### src/design/fiber_ability_cfg.svh
`ifndef FIBER_ABILITY_CFG_SVH
`define FIBER_ABILITY_CFG_SVH

// ********************************************************************
// Register indices (byte address is four times the index)
// ********************************************************************
`define IDX_LOCAL_ADVERT 8'h04
`define IDX_PARTNER_ABILITY 8'h05
`define IDX_CTRL 8'h10
`define IDX_STATUS 8'h11

// ********************************************************************
// Reset and constant values
// ********************************************************************
`define MEDIA_ADVERT_VALUE 16'h0001
`define PARTNER_RESET 16'h0000
`define MODE_RESET 2'b01
`define UNMAPPED_READ 16'h0000

// ********************************************************************
// Received code word field positions
// ********************************************************************
`define BIT_NEXT_PAGE 15
`define BIT_COPPER_LINK 15
`define BIT_ACK 14
`define FLD_RFAULT_HI 13
`define FLD_RFAULT_LO 12
`define BIT_DUPLEX 12
`define FLD_SPEED_HI 11
`define FLD_SPEED_LO 10
`define BIT_TX_PAUSE 9
`define BIT_RX_PAUSE 8
`define FLD_PAUSE_HI 8
`define FLD_PAUSE_LO 7
`define BIT_FIBER_MEDIA 7
`define BIT_HALF_DUPLEX 6
`define BIT_FULL_DUPLEX 5

// ********************************************************************
// Control and status field positions
// ********************************************************************
`define CTRL_MODE_HI 1
`define CTRL_MODE_LO 0
`define CTRL_SOFT_RESET 2
`define STAT_LINK 0
`define STAT_PAGE_RCVD 1
`define STAT_CNT_LO 8

// ********************************************************************
// Bus constants
// ********************************************************************
`define HTRANS_NONSEQ_BIT 1
`define HRESP_OKAY 1'b0

`endif

### src/design/fiber_ability_pkg.sv
package fiber_ability_pkg;

	// Interface mode selection for the partner word layout
	typedef enum logic [1:0] {
		MODE_OFF = 2'b00,
		MODE_BASEX = 2'b01,
		MODE_SGMII_SYS = 2'b10,
		MODE_SGMII_MEDIA = 2'b11
	} if_mode_type;

	// Bus data phase tracker, one-hot
	typedef enum logic [2:0] {
		PH_IDLE = 3'b001,
		PH_READ = 3'b010,
		PH_WRITE = 3'b100
	} phase_type;

endpackage

### src/design/partner_layout_if.sv
`timescale 1ns/1ps
`default_nettype none

interface partner_layout_if;
	import fiber_ability_pkg::*;

	logic [15:0] raw_word;
	if_mode_type mode;
	logic [15:0] layout_word;

	modport src (output raw_word, output mode, input layout_word);
	modport map (input raw_word, input mode, output layout_word);
endinterface

`default_nettype wire

### src/design/partner_word_layout.sv
`timescale 1ns/1ps
`default_nettype none
`include "fiber_ability_cfg.svh"

module partner_word_layout (
	// Raw word and mode in, visible layout out
	partner_layout_if.map lay
);
	import fiber_ability_pkg::*;

	// ****************************************************************
	// Layout selection
	// ****************************************************************
	function automatic logic [15:0] shape(input logic [15:0] w,
		input if_mode_type m);
		logic [15:0] r;
		r = 16'h0000;
		case (m)
			MODE_BASEX: begin
				r[`BIT_NEXT_PAGE] = w[`BIT_NEXT_PAGE];
				r[`BIT_ACK] = w[`BIT_ACK];
				r[`FLD_RFAULT_HI:`FLD_RFAULT_LO] =
					w[`FLD_RFAULT_HI:`FLD_RFAULT_LO];
				r[`FLD_PAUSE_HI:`FLD_PAUSE_LO] =
					w[`FLD_PAUSE_HI:`FLD_PAUSE_LO];
				r[`BIT_HALF_DUPLEX] = w[`BIT_HALF_DUPLEX];
				r[`BIT_FULL_DUPLEX] = w[`BIT_FULL_DUPLEX];
			end
			MODE_SGMII_SYS: begin
				// Everything but the acknowledge stays zero
				r[`BIT_ACK] = w[`BIT_ACK];
			end
			MODE_SGMII_MEDIA: begin
				r[`BIT_COPPER_LINK] = w[`BIT_COPPER_LINK];
				r[`BIT_ACK] = w[`BIT_ACK];
				r[`BIT_DUPLEX] = w[`BIT_DUPLEX];
				r[`FLD_SPEED_HI:`FLD_SPEED_LO] =
					w[`FLD_SPEED_HI:`FLD_SPEED_LO];
				r[`BIT_TX_PAUSE] = w[`BIT_TX_PAUSE];
				r[`BIT_RX_PAUSE] = w[`BIT_RX_PAUSE];
				r[`BIT_FIBER_MEDIA] = w[`BIT_FIBER_MEDIA];
			end
			default: begin
				// Mode 00 has no partner layout; reads zero
				r = 16'h0000;
			end
		endcase
		return r;
	endfunction

	assign lay.layout_word = shape(lay.raw_word, lay.mode);

endmodule // partner_word_layout

`default_nettype wire

### src/design/fiber_partner_ability_capture.sv
// Operation
// - Link drop clears all captured fields; each base page reloads them.
// - 1000BASE-X layout keeps received bit 15 as partner next-page ability.
// - 1000BASE-X and SGMII media layouts keep received bit 14, acknowledge.
// - 1000BASE-X layout keeps received bits 13:12 as remote fault code.
// - 1000BASE-X layout keeps received bits 8:7 as partner pause ability.
// - 1000BASE-X layout keeps received bit 6, partner half duplex.
// - 1000BASE-X layout keeps bit 5, full duplex; 11:9, 4:0 read zero.
// - SGMII system layout keeps only bit 14; all other bits zero.
// - SGMII media layout keeps bit 15, partner copper link up.
// - SGMII media layout keeps bit 12 as partner duplex; bit 13 zero.
// - SGMII media layout keeps bits 11:10 as partner speed code.
// - SGMII media bits 9, 8, 7 from word; bits 6:0 zero.
// - In SGMII media mode the local advertisement reads constant 0x0001.
// - Two-bit mode 01, 10, 11 picks BASE-X, system, media layout.
`timescale 1ns/1ps
`default_nettype none
`include "fiber_ability_cfg.svh"

module fiber_partner_ability_capture #(
	parameter int CNT_W = 8
) (
	// Clock and reset
	input wire logic hclk,
	input wire logic hresetn,
	// AHB-Lite slave
	input wire logic hsel,
	input wire logic [31:0] haddr,
	input wire logic [1:0] htrans,
	input wire logic hwrite,
	input wire logic [2:0] hsize,
	input wire logic [31:0] hwdata,
	input wire logic hready,
	output logic hreadyout,
	output logic hresp,
	output logic [31:0] hrdata,
	// Link partner side
	input wire logic link_up,
	input wire logic page_valid,
	input wire logic [15:0] page_word,
	// Mode seen by the rest of the port
	output fiber_ability_pkg::if_mode_type if_mode
);
	import fiber_ability_pkg::*;

	// ****************************************************************
	// Elaboration checks
	// ****************************************************************
	// Page counter shares status bits 15:8
	generate
		if (CNT_W < 1 || CNT_W > 8) begin : g_bad_cnt
			$error("CNT_W must lie between 1 and 8");
		end
	endgenerate

	// ****************************************************************
	// Helpers
	// ****************************************************************
	function automatic logic [7:0] word_index(input logic [31:0] a);
		return a[9:2];
	endfunction

	// ****************************************************************
	// Write permission
	// ****************************************************************
	// Only the control word accepts data; both ability words and the
	// status word are read-only, so a write there must change nothing
	function automatic logic writable(input logic [7:0] i);
		logic ok;
		ok = 1'b0;
		case (i)
			`IDX_LOCAL_ADVERT: begin
				ok = 1'b0;
			end
			`IDX_PARTNER_ABILITY: begin
				ok = 1'b0;
			end
			`IDX_CTRL: begin
				ok = 1'b1;
			end
			`IDX_STATUS: begin
				ok = 1'b0;
			end
			default: begin
				ok = 1'b0;
			end
		endcase
		return ok;
	endfunction

	function automatic logic is_mapped(input logic [31:0] a);
		logic [7:0] i;
		i = word_index(a);
		return (a[31:10] == 22'h000000) &&
			(i == `IDX_LOCAL_ADVERT || i == `IDX_PARTNER_ABILITY ||
			i == `IDX_CTRL || i == `IDX_STATUS);
	endfunction

	// ****************************************************************
	// Declarations
	// ****************************************************************
	logic addr_take;
	logic rd_take;
	logic wr_take;
	phase_type phase_q;
	logic [7:0] wr_idx_q;
	logic wr_mapped_q;
	logic [31:0] rdata_q;
	logic [31:0] rdata_d;
	if_mode_type mode_q;
	logic soft_clear_q;
	logic link_q;
	logic link_drop;
	logic page_take;
	logic [15:0] raw_q;
	logic page_rcvd_q;
	logic stat_read;
	logic [CNT_W-1:0] page_cnt_q;
	logic [15:0] status_word;
	logic [15:0] ctrl_word;
	logic [15:0] advert_word;
	logic ctrl_write;

	partner_layout_if lay ();

	// ****************************************************************
	// Bus address phase
	// ****************************************************************
	// Zero wait states: every phase ends in the cycle it starts
	assign hreadyout = 1'b1;
	assign hresp = `HRESP_OKAY;
	assign hrdata = rdata_q;

	assign addr_take = hsel && hready && htrans[`HTRANS_NONSEQ_BIT];
	assign rd_take = addr_take && !hwrite;
	assign wr_take = addr_take && hwrite;

	always_ff @(posedge hclk or negedge hresetn) begin
		if (!hresetn) begin
			phase_q <= PH_IDLE;
		end else if (hready) begin
			if (rd_take) begin
				phase_q <= PH_READ;
			end else if (wr_take) begin
				phase_q <= PH_WRITE;
			end else begin
				phase_q <= PH_IDLE;
			end
		end
	end

	always_ff @(posedge hclk or negedge hresetn) begin
		if (!hresetn) begin
			wr_idx_q <= 8'h00;
			wr_mapped_q <= 1'b0;
		end else if (wr_take) begin
			wr_idx_q <= word_index(haddr);
			wr_mapped_q <= is_mapped(haddr);
		end
	end

	// ****************************************************************
	// Write data phase
	// ****************************************************************
	// Only the control word takes writes; both ability words are
	// read-only and a write there leaves them untouched
	always_comb begin
		ctrl_write = 1'b0;
		case (phase_q)
			PH_WRITE: begin
				ctrl_write = wr_mapped_q && writable(wr_idx_q);
			end
			PH_IDLE, PH_READ: begin
				ctrl_write = 1'b0;
			end
			default: begin
				ctrl_write = 1'b0;
			end
		endcase
	end

	always_ff @(posedge hclk or negedge hresetn) begin
		if (!hresetn) begin
			mode_q <= if_mode_type'(`MODE_RESET);
		end else if (ctrl_write) begin
			mode_q <= if_mode_type'(hwdata[`CTRL_MODE_HI:`CTRL_MODE_LO]);
		end
	end

	// Soft reset bit self-clears; it is a one-cycle pulse only
	always_ff @(posedge hclk or negedge hresetn) begin
		if (!hresetn) begin
			soft_clear_q <= 1'b0;
		end else begin
			soft_clear_q <= ctrl_write && hwdata[`CTRL_SOFT_RESET];
		end
	end

	assign if_mode = mode_q;

	// ****************************************************************
	// Link state
	// ****************************************************************
	// Only the falling edge clears; pages arrive before link is up
	always_ff @(posedge hclk or negedge hresetn) begin
		if (!hresetn) begin
			link_q <= 1'b0;
		end else begin
			link_q <= link_up;
		end
	end

	assign link_drop = link_q && !link_up;
	assign page_take = page_valid;

	// ****************************************************************
	// Captured base page
	// ****************************************************************
	// Raw word is kept whole; the layout is applied per mode when
	// read, so a mode change never needs a new page
	always_ff @(posedge hclk or negedge hresetn) begin
		if (!hresetn) begin
			raw_q <= `PARTNER_RESET;
		end else if (page_take) begin
			raw_q <= page_word;
		end else if (link_drop || soft_clear_q) begin
			raw_q <= `PARTNER_RESET;
		end
	end

	assign lay.raw_word = raw_q;
	assign lay.mode = mode_q;

	partner_word_layout u_layout (
		.lay(lay.map)
	);

	// ****************************************************************
	// Page status
	// ****************************************************************
	// Latched high until status is read; a new page wins the clear
	assign stat_read = rd_take && is_mapped(haddr) &&
		(word_index(haddr) == `IDX_STATUS);

	always_ff @(posedge hclk or negedge hresetn) begin
		if (!hresetn) begin
			page_rcvd_q <= 1'b0;
		end else if (page_take) begin
			page_rcvd_q <= 1'b1;
		end else if (stat_read || soft_clear_q) begin
			page_rcvd_q <= 1'b0;
		end
	end

	// Saturates at all ones rather than wraps so software sees a ceiling
	always_ff @(posedge hclk or negedge hresetn) begin
		if (!hresetn) begin
			page_cnt_q <= '0;
		end else if (soft_clear_q) begin
			page_cnt_q <= '0;
		end else if (page_take && !(&page_cnt_q)) begin
			page_cnt_q <= page_cnt_q + 1'b1;
		end
	end

	always_comb begin
		status_word = 16'h0000;
		status_word[`STAT_LINK] = link_q;
		status_word[`STAT_PAGE_RCVD] = page_rcvd_q;
		status_word[`STAT_CNT_LO +: CNT_W] = page_cnt_q;
	end

	always_comb begin
		ctrl_word = 16'h0000;
		ctrl_word[`CTRL_MODE_HI:`CTRL_MODE_LO] = mode_q;
	end

	// Advertisement content lives elsewhere outside media mode
	always_comb begin
		case (mode_q)
			MODE_SGMII_MEDIA: begin
				advert_word = `MEDIA_ADVERT_VALUE;
			end
			MODE_OFF, MODE_BASEX, MODE_SGMII_SYS: begin
				advert_word = `UNMAPPED_READ;
			end
			default: begin
				advert_word = `UNMAPPED_READ;
			end
		endcase
	end

	// ****************************************************************
	// Read data
	// ****************************************************************
	// Sampled at the address phase so hrdata comes from a flop
	always_comb begin
		rdata_d = 32'h00000000;
		if (is_mapped(haddr)) begin
			case (word_index(haddr))
				`IDX_LOCAL_ADVERT: begin
					rdata_d = {16'h0000, advert_word};
				end
				`IDX_PARTNER_ABILITY: begin
					rdata_d = {16'h0000, lay.layout_word};
				end
				`IDX_CTRL: begin
					rdata_d = {16'h0000, ctrl_word};
				end
				`IDX_STATUS: begin
					rdata_d = {16'h0000, status_word};
				end
				default: begin
					rdata_d = 32'h00000000;
				end
			endcase
		end
	end

	always_ff @(posedge hclk or negedge hresetn) begin
		if (!hresetn) begin
			rdata_q <= 32'h00000000;
		end else if (rd_take) begin
			rdata_q <= rdata_d;
		end
	end

	// ****************************************************************
	// Write ignore on ability words
	// ****************************************************************
	// No path exists from hwdata to raw_q; writes to index 4 or 5
	// complete with OKAY and change nothing

endmodule // fiber_partner_ability_capture

`default_nettype wire

### config.mk
export PLATFORM = sky130hd
export DESIGN_NAME = fiber_partner_ability_capture
export DESIGN_NICKNAME = d
export VERILOG_FILES = /design/src/design/fiber_ability_pkg.sv /design/src/design/partner_layout_if.sv /design/src/design/partner_word_layout.sv /design/src/design/fiber_partner_ability_capture.sv
export VERILOG_INCLUDE_DIRS = /design/src /design/src/design
export SDC_FILE = /design/constraint.sdc
export NUM_CORES = 1
export LEC_CHECK = 0
export BUFFER_PORTS_ARGS = -buffer_cell sky130_fd_sc_hd__buf_2
export CORE_UTILIZATION = 30
export DETAILED_ROUTE_END_ITERATION = 16
export GPL_ROUTABILITY_DRIVEN = 0
export HOLD_SLACK_MARGIN = 0.08
export PLACE_DENSITY_LB_ADDON = 0.1
export RECOVER_POWER = 50
export SLEW_MARGIN = 20
export SYNTH_ARGS = -nofsm -noshare
export SYNTH_HDL_FRONTEND = slang
export SYNTH_SLANG_ARGS = --single-unit
### constraint.sdc
create_clock -name hclk -period 2.77 [get_ports hclk]
set_input_delay 0.554 -clock hclk [delete_from_list [all_inputs] [get_ports hclk]]
set_output_delay 0.554 -clock hclk [all_outputs]
set_load 0.05 [all_outputs]
# Word-level counts from Yosys, hierarchy flattened
# Cells that the tools add are included.
# Widths: inputs -> output; s select.
[totals] regBits=73 inputBits=92 out_inout_bits=36 wordCells=69
[classes] addsub=1 n_eq_ne=9 muxes=21 reduce_logical=28
[op_table] operator="$pmux 16 s4" count=1
[op_table] operator="$mux 16" count=3
[op_table] operator="$pmux 16 s2" count=1
[op_table] operator="$eq 8x5->1 const B" count=3
[op_table] operator="$logic_not 22->1" count=1
[op_table] operator="$eq 8x3->1 const B" count=2
[op_table] operator="$mux 8" count=2
[op_table] operator="$logic_and 1x1->1" count=11
[op_table] operator="$mux 1" count=9
[op_table] operator="$mux 3" count=3
[op_table] operator="$add 8x1->8 const B" count=1
[op_table] operator="$reduce_and 8->1" count=1
[op_table] operator="$reduce_bool 2->1" count=3
[op_table] operator="$reduce_or 3->1" count=2
[op_table] operator="$logic_or 1x1->1" count=5
[op_table] operator="$eq 2x2->1 const B" count=2
[op_table] operator="$mux 2" count=2
[op_table] operator="$eq 3x3->1 const B" count=1
[op_table] operator="$logic_not 1->1" count=3
[op_table] operator="$eq 2x1->1 const B" count=1
[op_table] operator="$logic_not 2->1" count=1
[op_table] operator="$reduce_or 2->1" count=1

# Depth between registers and ports, before layout
[depth] ltp_word=10 depth_mapped=5 depth_no_buf=5

# Cells and area by module
# From an unflattened synthesis, not the netlist that was laid out.
[unflattened] cells_unflattened=258 area_unflattened_um2=2836.5
[by_module_without_submodules] mod="fiber_partner_ability_capture" n_inst=1 cells_per_inst=240 area_each_um2=2700.1 seq_area_each_um2=1428.9
[by_module_without_submodules] mod="partner_word_layout" n_inst=1 cells_per_inst=18 area_each_um2=136.4 seq_area_each_um2=0.0

# Worst setup path before layout
# Ideal clock, no wire load.
[synth_path] kind="register to register" start="reg page_cnt_q[0]" end="reg page_cnt_q[5]" setup_ns=0.078 t_arrival_ns=1.655 required_time_ns=2.692 path_slack_ns=1.037 path_stages_with_launch=6 n_path_buf=0 period_less_slack_ns=1.733 path_cell_list="dfrtp_1 > ha_1 > and3_4 > a31o_4 > or4_1 > a21oi_1"
[synth_via] elab_chain_len=4 word_cells_on_any_way=7 cone_classes="1 x add/sub; 2 x mux; 4 x reduce/logical"
[synth_rtl] item="from (decl)" line="fiber_partner_ability_capture.sv:118" source="logic [CNT_W-1:0] page_cnt_q;"
[synth_rtl] item="from (signal assigned)" line="fiber_partner_ability_capture.sv:262" source="page_cnt_q <= page_cnt_q + 1'b1;"
[synth_rtl] item="parallel branches: the longest is 4 deep, another holds $add 8x1->8"
# Several ways; the timed one is not identified. The select of a mux whose other input is x is not followed.
# A chain may end at the register's enable or synchronous reset.

# Worst setup path after layout
[layout_path] start="in hready" end="reg rdata_q[5], in the netlist hrdata[5]"
[layout_via] elab_chain_len=3
[layout_rtl] item="from (decl)" line="fiber_partner_ability_capture.sv:33" source="input wire logic hready,"
[layout_rtl] item="$logic_and 1x1->1 (2 in a row)" line="fiber_partner_ability_capture.sv:134" source="assign addr_take = hsel && hready && htrans[`HTRANS_NONSEQ_BIT];"
[layout_rtl] item="$logic_and 1x1->1" line="fiber_partner_ability_capture.sv:135" source="assign rd_take = addr_take && !hwrite;"
[layout_rtl] item="to (signal assigned)" line="fiber_partner_ability_capture.sv:324" source="rdata_q <= rdata_d;"
[layout_rtl] item="to (decl)" line="fiber_partner_ability_capture.sv:108" source="logic [31:0] rdata_q;"
# Every way passes these cells.

==> summary.txt <==
Route
  – Initial drt markers: 116
  – WL/cell: between 10 and 15 um
  – Final WL: ~5500 um
  – Vias: ~1,800
  – # DRC: 0
  – Initial DRT Pass Iterations: 6
  – Drt via density: around 4.7
  – ANT nets after route: 0

Global routing
  – Aggregate global-route resource usage: 0.142
  – Initial antenna violation count: 0
  – Vias in the first global route: approximately 1,800
  – Grt total ovfl: 0
  – Largest net degree at the start of global routing: 20
  – First-pass GRT wire length: 9160 um

Power and ir drop
  – Static Leak: 1.32 nW
  – P per Cell Area: a little under 600 nW/um^2
  – Peak supply drop: roughly 0.21 mV

STA
  – Max Fclk: about 530 MHz
  – RSZ-0062 raised after global routing: no
  – Max Slew Vio Count: 0
  – Tightest Pin Transition: just over 1 ns
  – Fin. Hold Viols: 0
  – Final setup vio count: 0
  – Hold_ws: ~0.34 ns
  – Period Utilization, post-route: 0.681
  – Clock Skew: roughly 0.012 ns
  – Slew HR: 0.325
  – Setup TNS: 0 ns
  – Tmin final: between 1.5 and 2 ns

Setup path
  – Crit path capture type: flop
  – Required @ worst endpoint: ~3.0 ns
  – Crit path launch type: primary input
  – Crit Path Category: primary input to flop
  – CP dominant cell by count: clkbuf_1
  – Cells along the critical path: clkbuf_1 -> nand4b_1 -> clkbuf_1 -> nor3_2 -> nand4_1 -> buf_4 -> o41ai_1
  – CP max FO: 15
  – Arr. time, crit path: between 2 and 2.5 ns
  – CP peak stage delay: 0.32 ns
  – Slowest-stage cell, CP: clkbuf_1

Floorplan
  – Core area: 7690 um^2
  – Initial Utilization: 0.309
  – Die H: 90.9 um
  – # rows: 32
  – Die X: approximately 91 um
  – DIE AREA: slightly above 8000 um^2
  – Number of I/O pins: roughly 130

Logic synthesis
  – Synth top area share: 0.496
  – Sequential area share after synthesis: 0.518
  – Post-synth top cells: dfrtp_1 (47), buf_4 (21), nand2_1 (19), o21ai_0 (15)
  – Synth warn: 0
  – Post-synthesis area per instance: 10.7 um^2
  – Async SR Flop Fraction: 1.00
  – Top-count cell post-synth: dfrtp_1
  – Primary FF master, synth: dfrtp_1
  – Synth unique cells: 45
  – Dominant cells by area after synthesis: dfrtp_1 (50%), buf_4 (6.6%), mux2_2 (4.7%)
  – Mapped Area: about 2400 um^2
  – Post-synth top area cell: dfrtp_1
  – Seq cells post-synth: 49
  – Post-synth EDFFs: 0
  – Cell count after synthesis: 221

Clocking
  – Clock Sinks: 49
  – Resize count post-CTS: 0
  – Clock Latency Late Sink: ~0.3 ns
  – Longest Clk Path Bufs: 2
  – CTS Buf Count: 5
  – Total setup buffers inserted after CTS: 0
  – Worst-path clk slew: roughly 0.10 ns
  – Clock root cell: clkbuf_8
  – CTS tree: built
  – Htree depth: 2
  – Post-CTS Hold Buffers: 0

Finish
  – Synth-to-layout area growth: 18.6%
  – # nets final: roughly 380
  – Fill count: roughly 800
  – Register Area: ~1200 um^2
  – Multi-input logic area: approximately 1000 um^2
  – Layout cells sized above 1: 0.322
  – Diode count: 0

Placed design
  – Port Buffer Count: 66
  – DP HPWL: 4180 um

Worst hold path
  – Hold Crit Class: primary input to asynchronous set/reset pin

Run
  – Max Cap Viol: 0

Status
  – Outcome: finished clean
where the power goes:
part	internal, mW	switching [mW]	total [mW]
clock network	0.175	0.245	0.420
logic	0.125	0.184	0.309
registers	0.811	0.106	0.917
total	1.11	0.536	1.65
metal layers:
layer	global-route usage	vias up	wire, um
met5	0	-	0
met4	0.0384	0	46
met3	0.0328	4	204
met2	0.211	49	2510
met1	0.205	863	2750
li1	-	903	-
cells by family after synthesis:
group	Yosys count	synth area share
multiplexers	11	0.0517
other	2	0.00317
AO/OA/AOI/OAI	52	0.166
AND/OR/NAND/NOR	62	0.146
buffers and inverters	41	0.0992
flip-flops	49	0.518
XOR/XNOR	3	0.0111
adder cells (fa/ha/maj)	1	0.00527
sequential cells by signal, summed over array words and instances, names as in the netlist:
name          flops
if_mode           2
link_q            1
page_rcvd_q       1
soft_clear_q      1
page_cnt_q        8
hrdata           13
lay.raw_word     11
wr_idx_q          8
phase_q           3
wr_mapped_q       1
layout make-up:
class | instances | share of cell area
clock buffer | 5 | 0.0245
clock inverter | 3 | 0.00623
inverter | 11 | 0.0147
multi-input combinational | 150 | 0.348
sequential | 49 | 0.437
tap | 102 | 0.0454
timing repair buffer | 71 | 0.124
critical path: cells and delay by family:
family	cells	cell delay, ns
and+or+nand+nor	3	0.54
buffers and inverters	3	0.69
AOI/OAI and AO/OA	1	0.30
stage by stage:
step	cells	setup WS, ns	area, um^2	power (mW)	util
after detailed placement	383	0.711	2750	1.25	0.357
final	391	0.884	2810	1.65	0.366
after CTS	391	0.890	2830	1.67	0.368
after global placement	383	0.707	2750	1.24	0.357
after global routing	391	0.618	2810	1.75	0.366
after floorplan	240	1.04	2440	1.14	-
cell usage in the layout, fill, tap and decap left out, drive strengths merged, types with 2 or more instances in the layout:
cell,n
clkbuf,12
and4,2
a22oi,3
nor2b,3
nor3,3
dfstp,2
dfrtp,47
nand2,19
nor4b,2
o31ai,2
buf,64
o2111a,2
clkinv,2
nor2,8
and3,5
xor2,2
o41ai,2
o21ai,15
a22o,11
conb,21
a32oi,4
inv,11
a31o,2
mux2,10
nand3,5
a311oi,2
nand4,4
a21oi,5
nor4,7
worst paths after layout:
kind | start | end | slack [ns] | depth (start not counted)
worst max-delay path | hready | hrdata[5] | 0.88 | 7
worst min-delay path | hresetn | page_cnt_q[7] | 0.34 | 1
worst max register to register | page_cnt_q[0] | page_cnt_q[7] | 0.90 | 5
worst min register to register | hrdata[12] | hrdata[12] | 0.48 | 2
max in group asynchronous | hresetn | hrdata[15] | 1.04 | 2
min in group hclk | link_up | link_q | 0.38 | 1
Power figures use the tool's default switching activity.
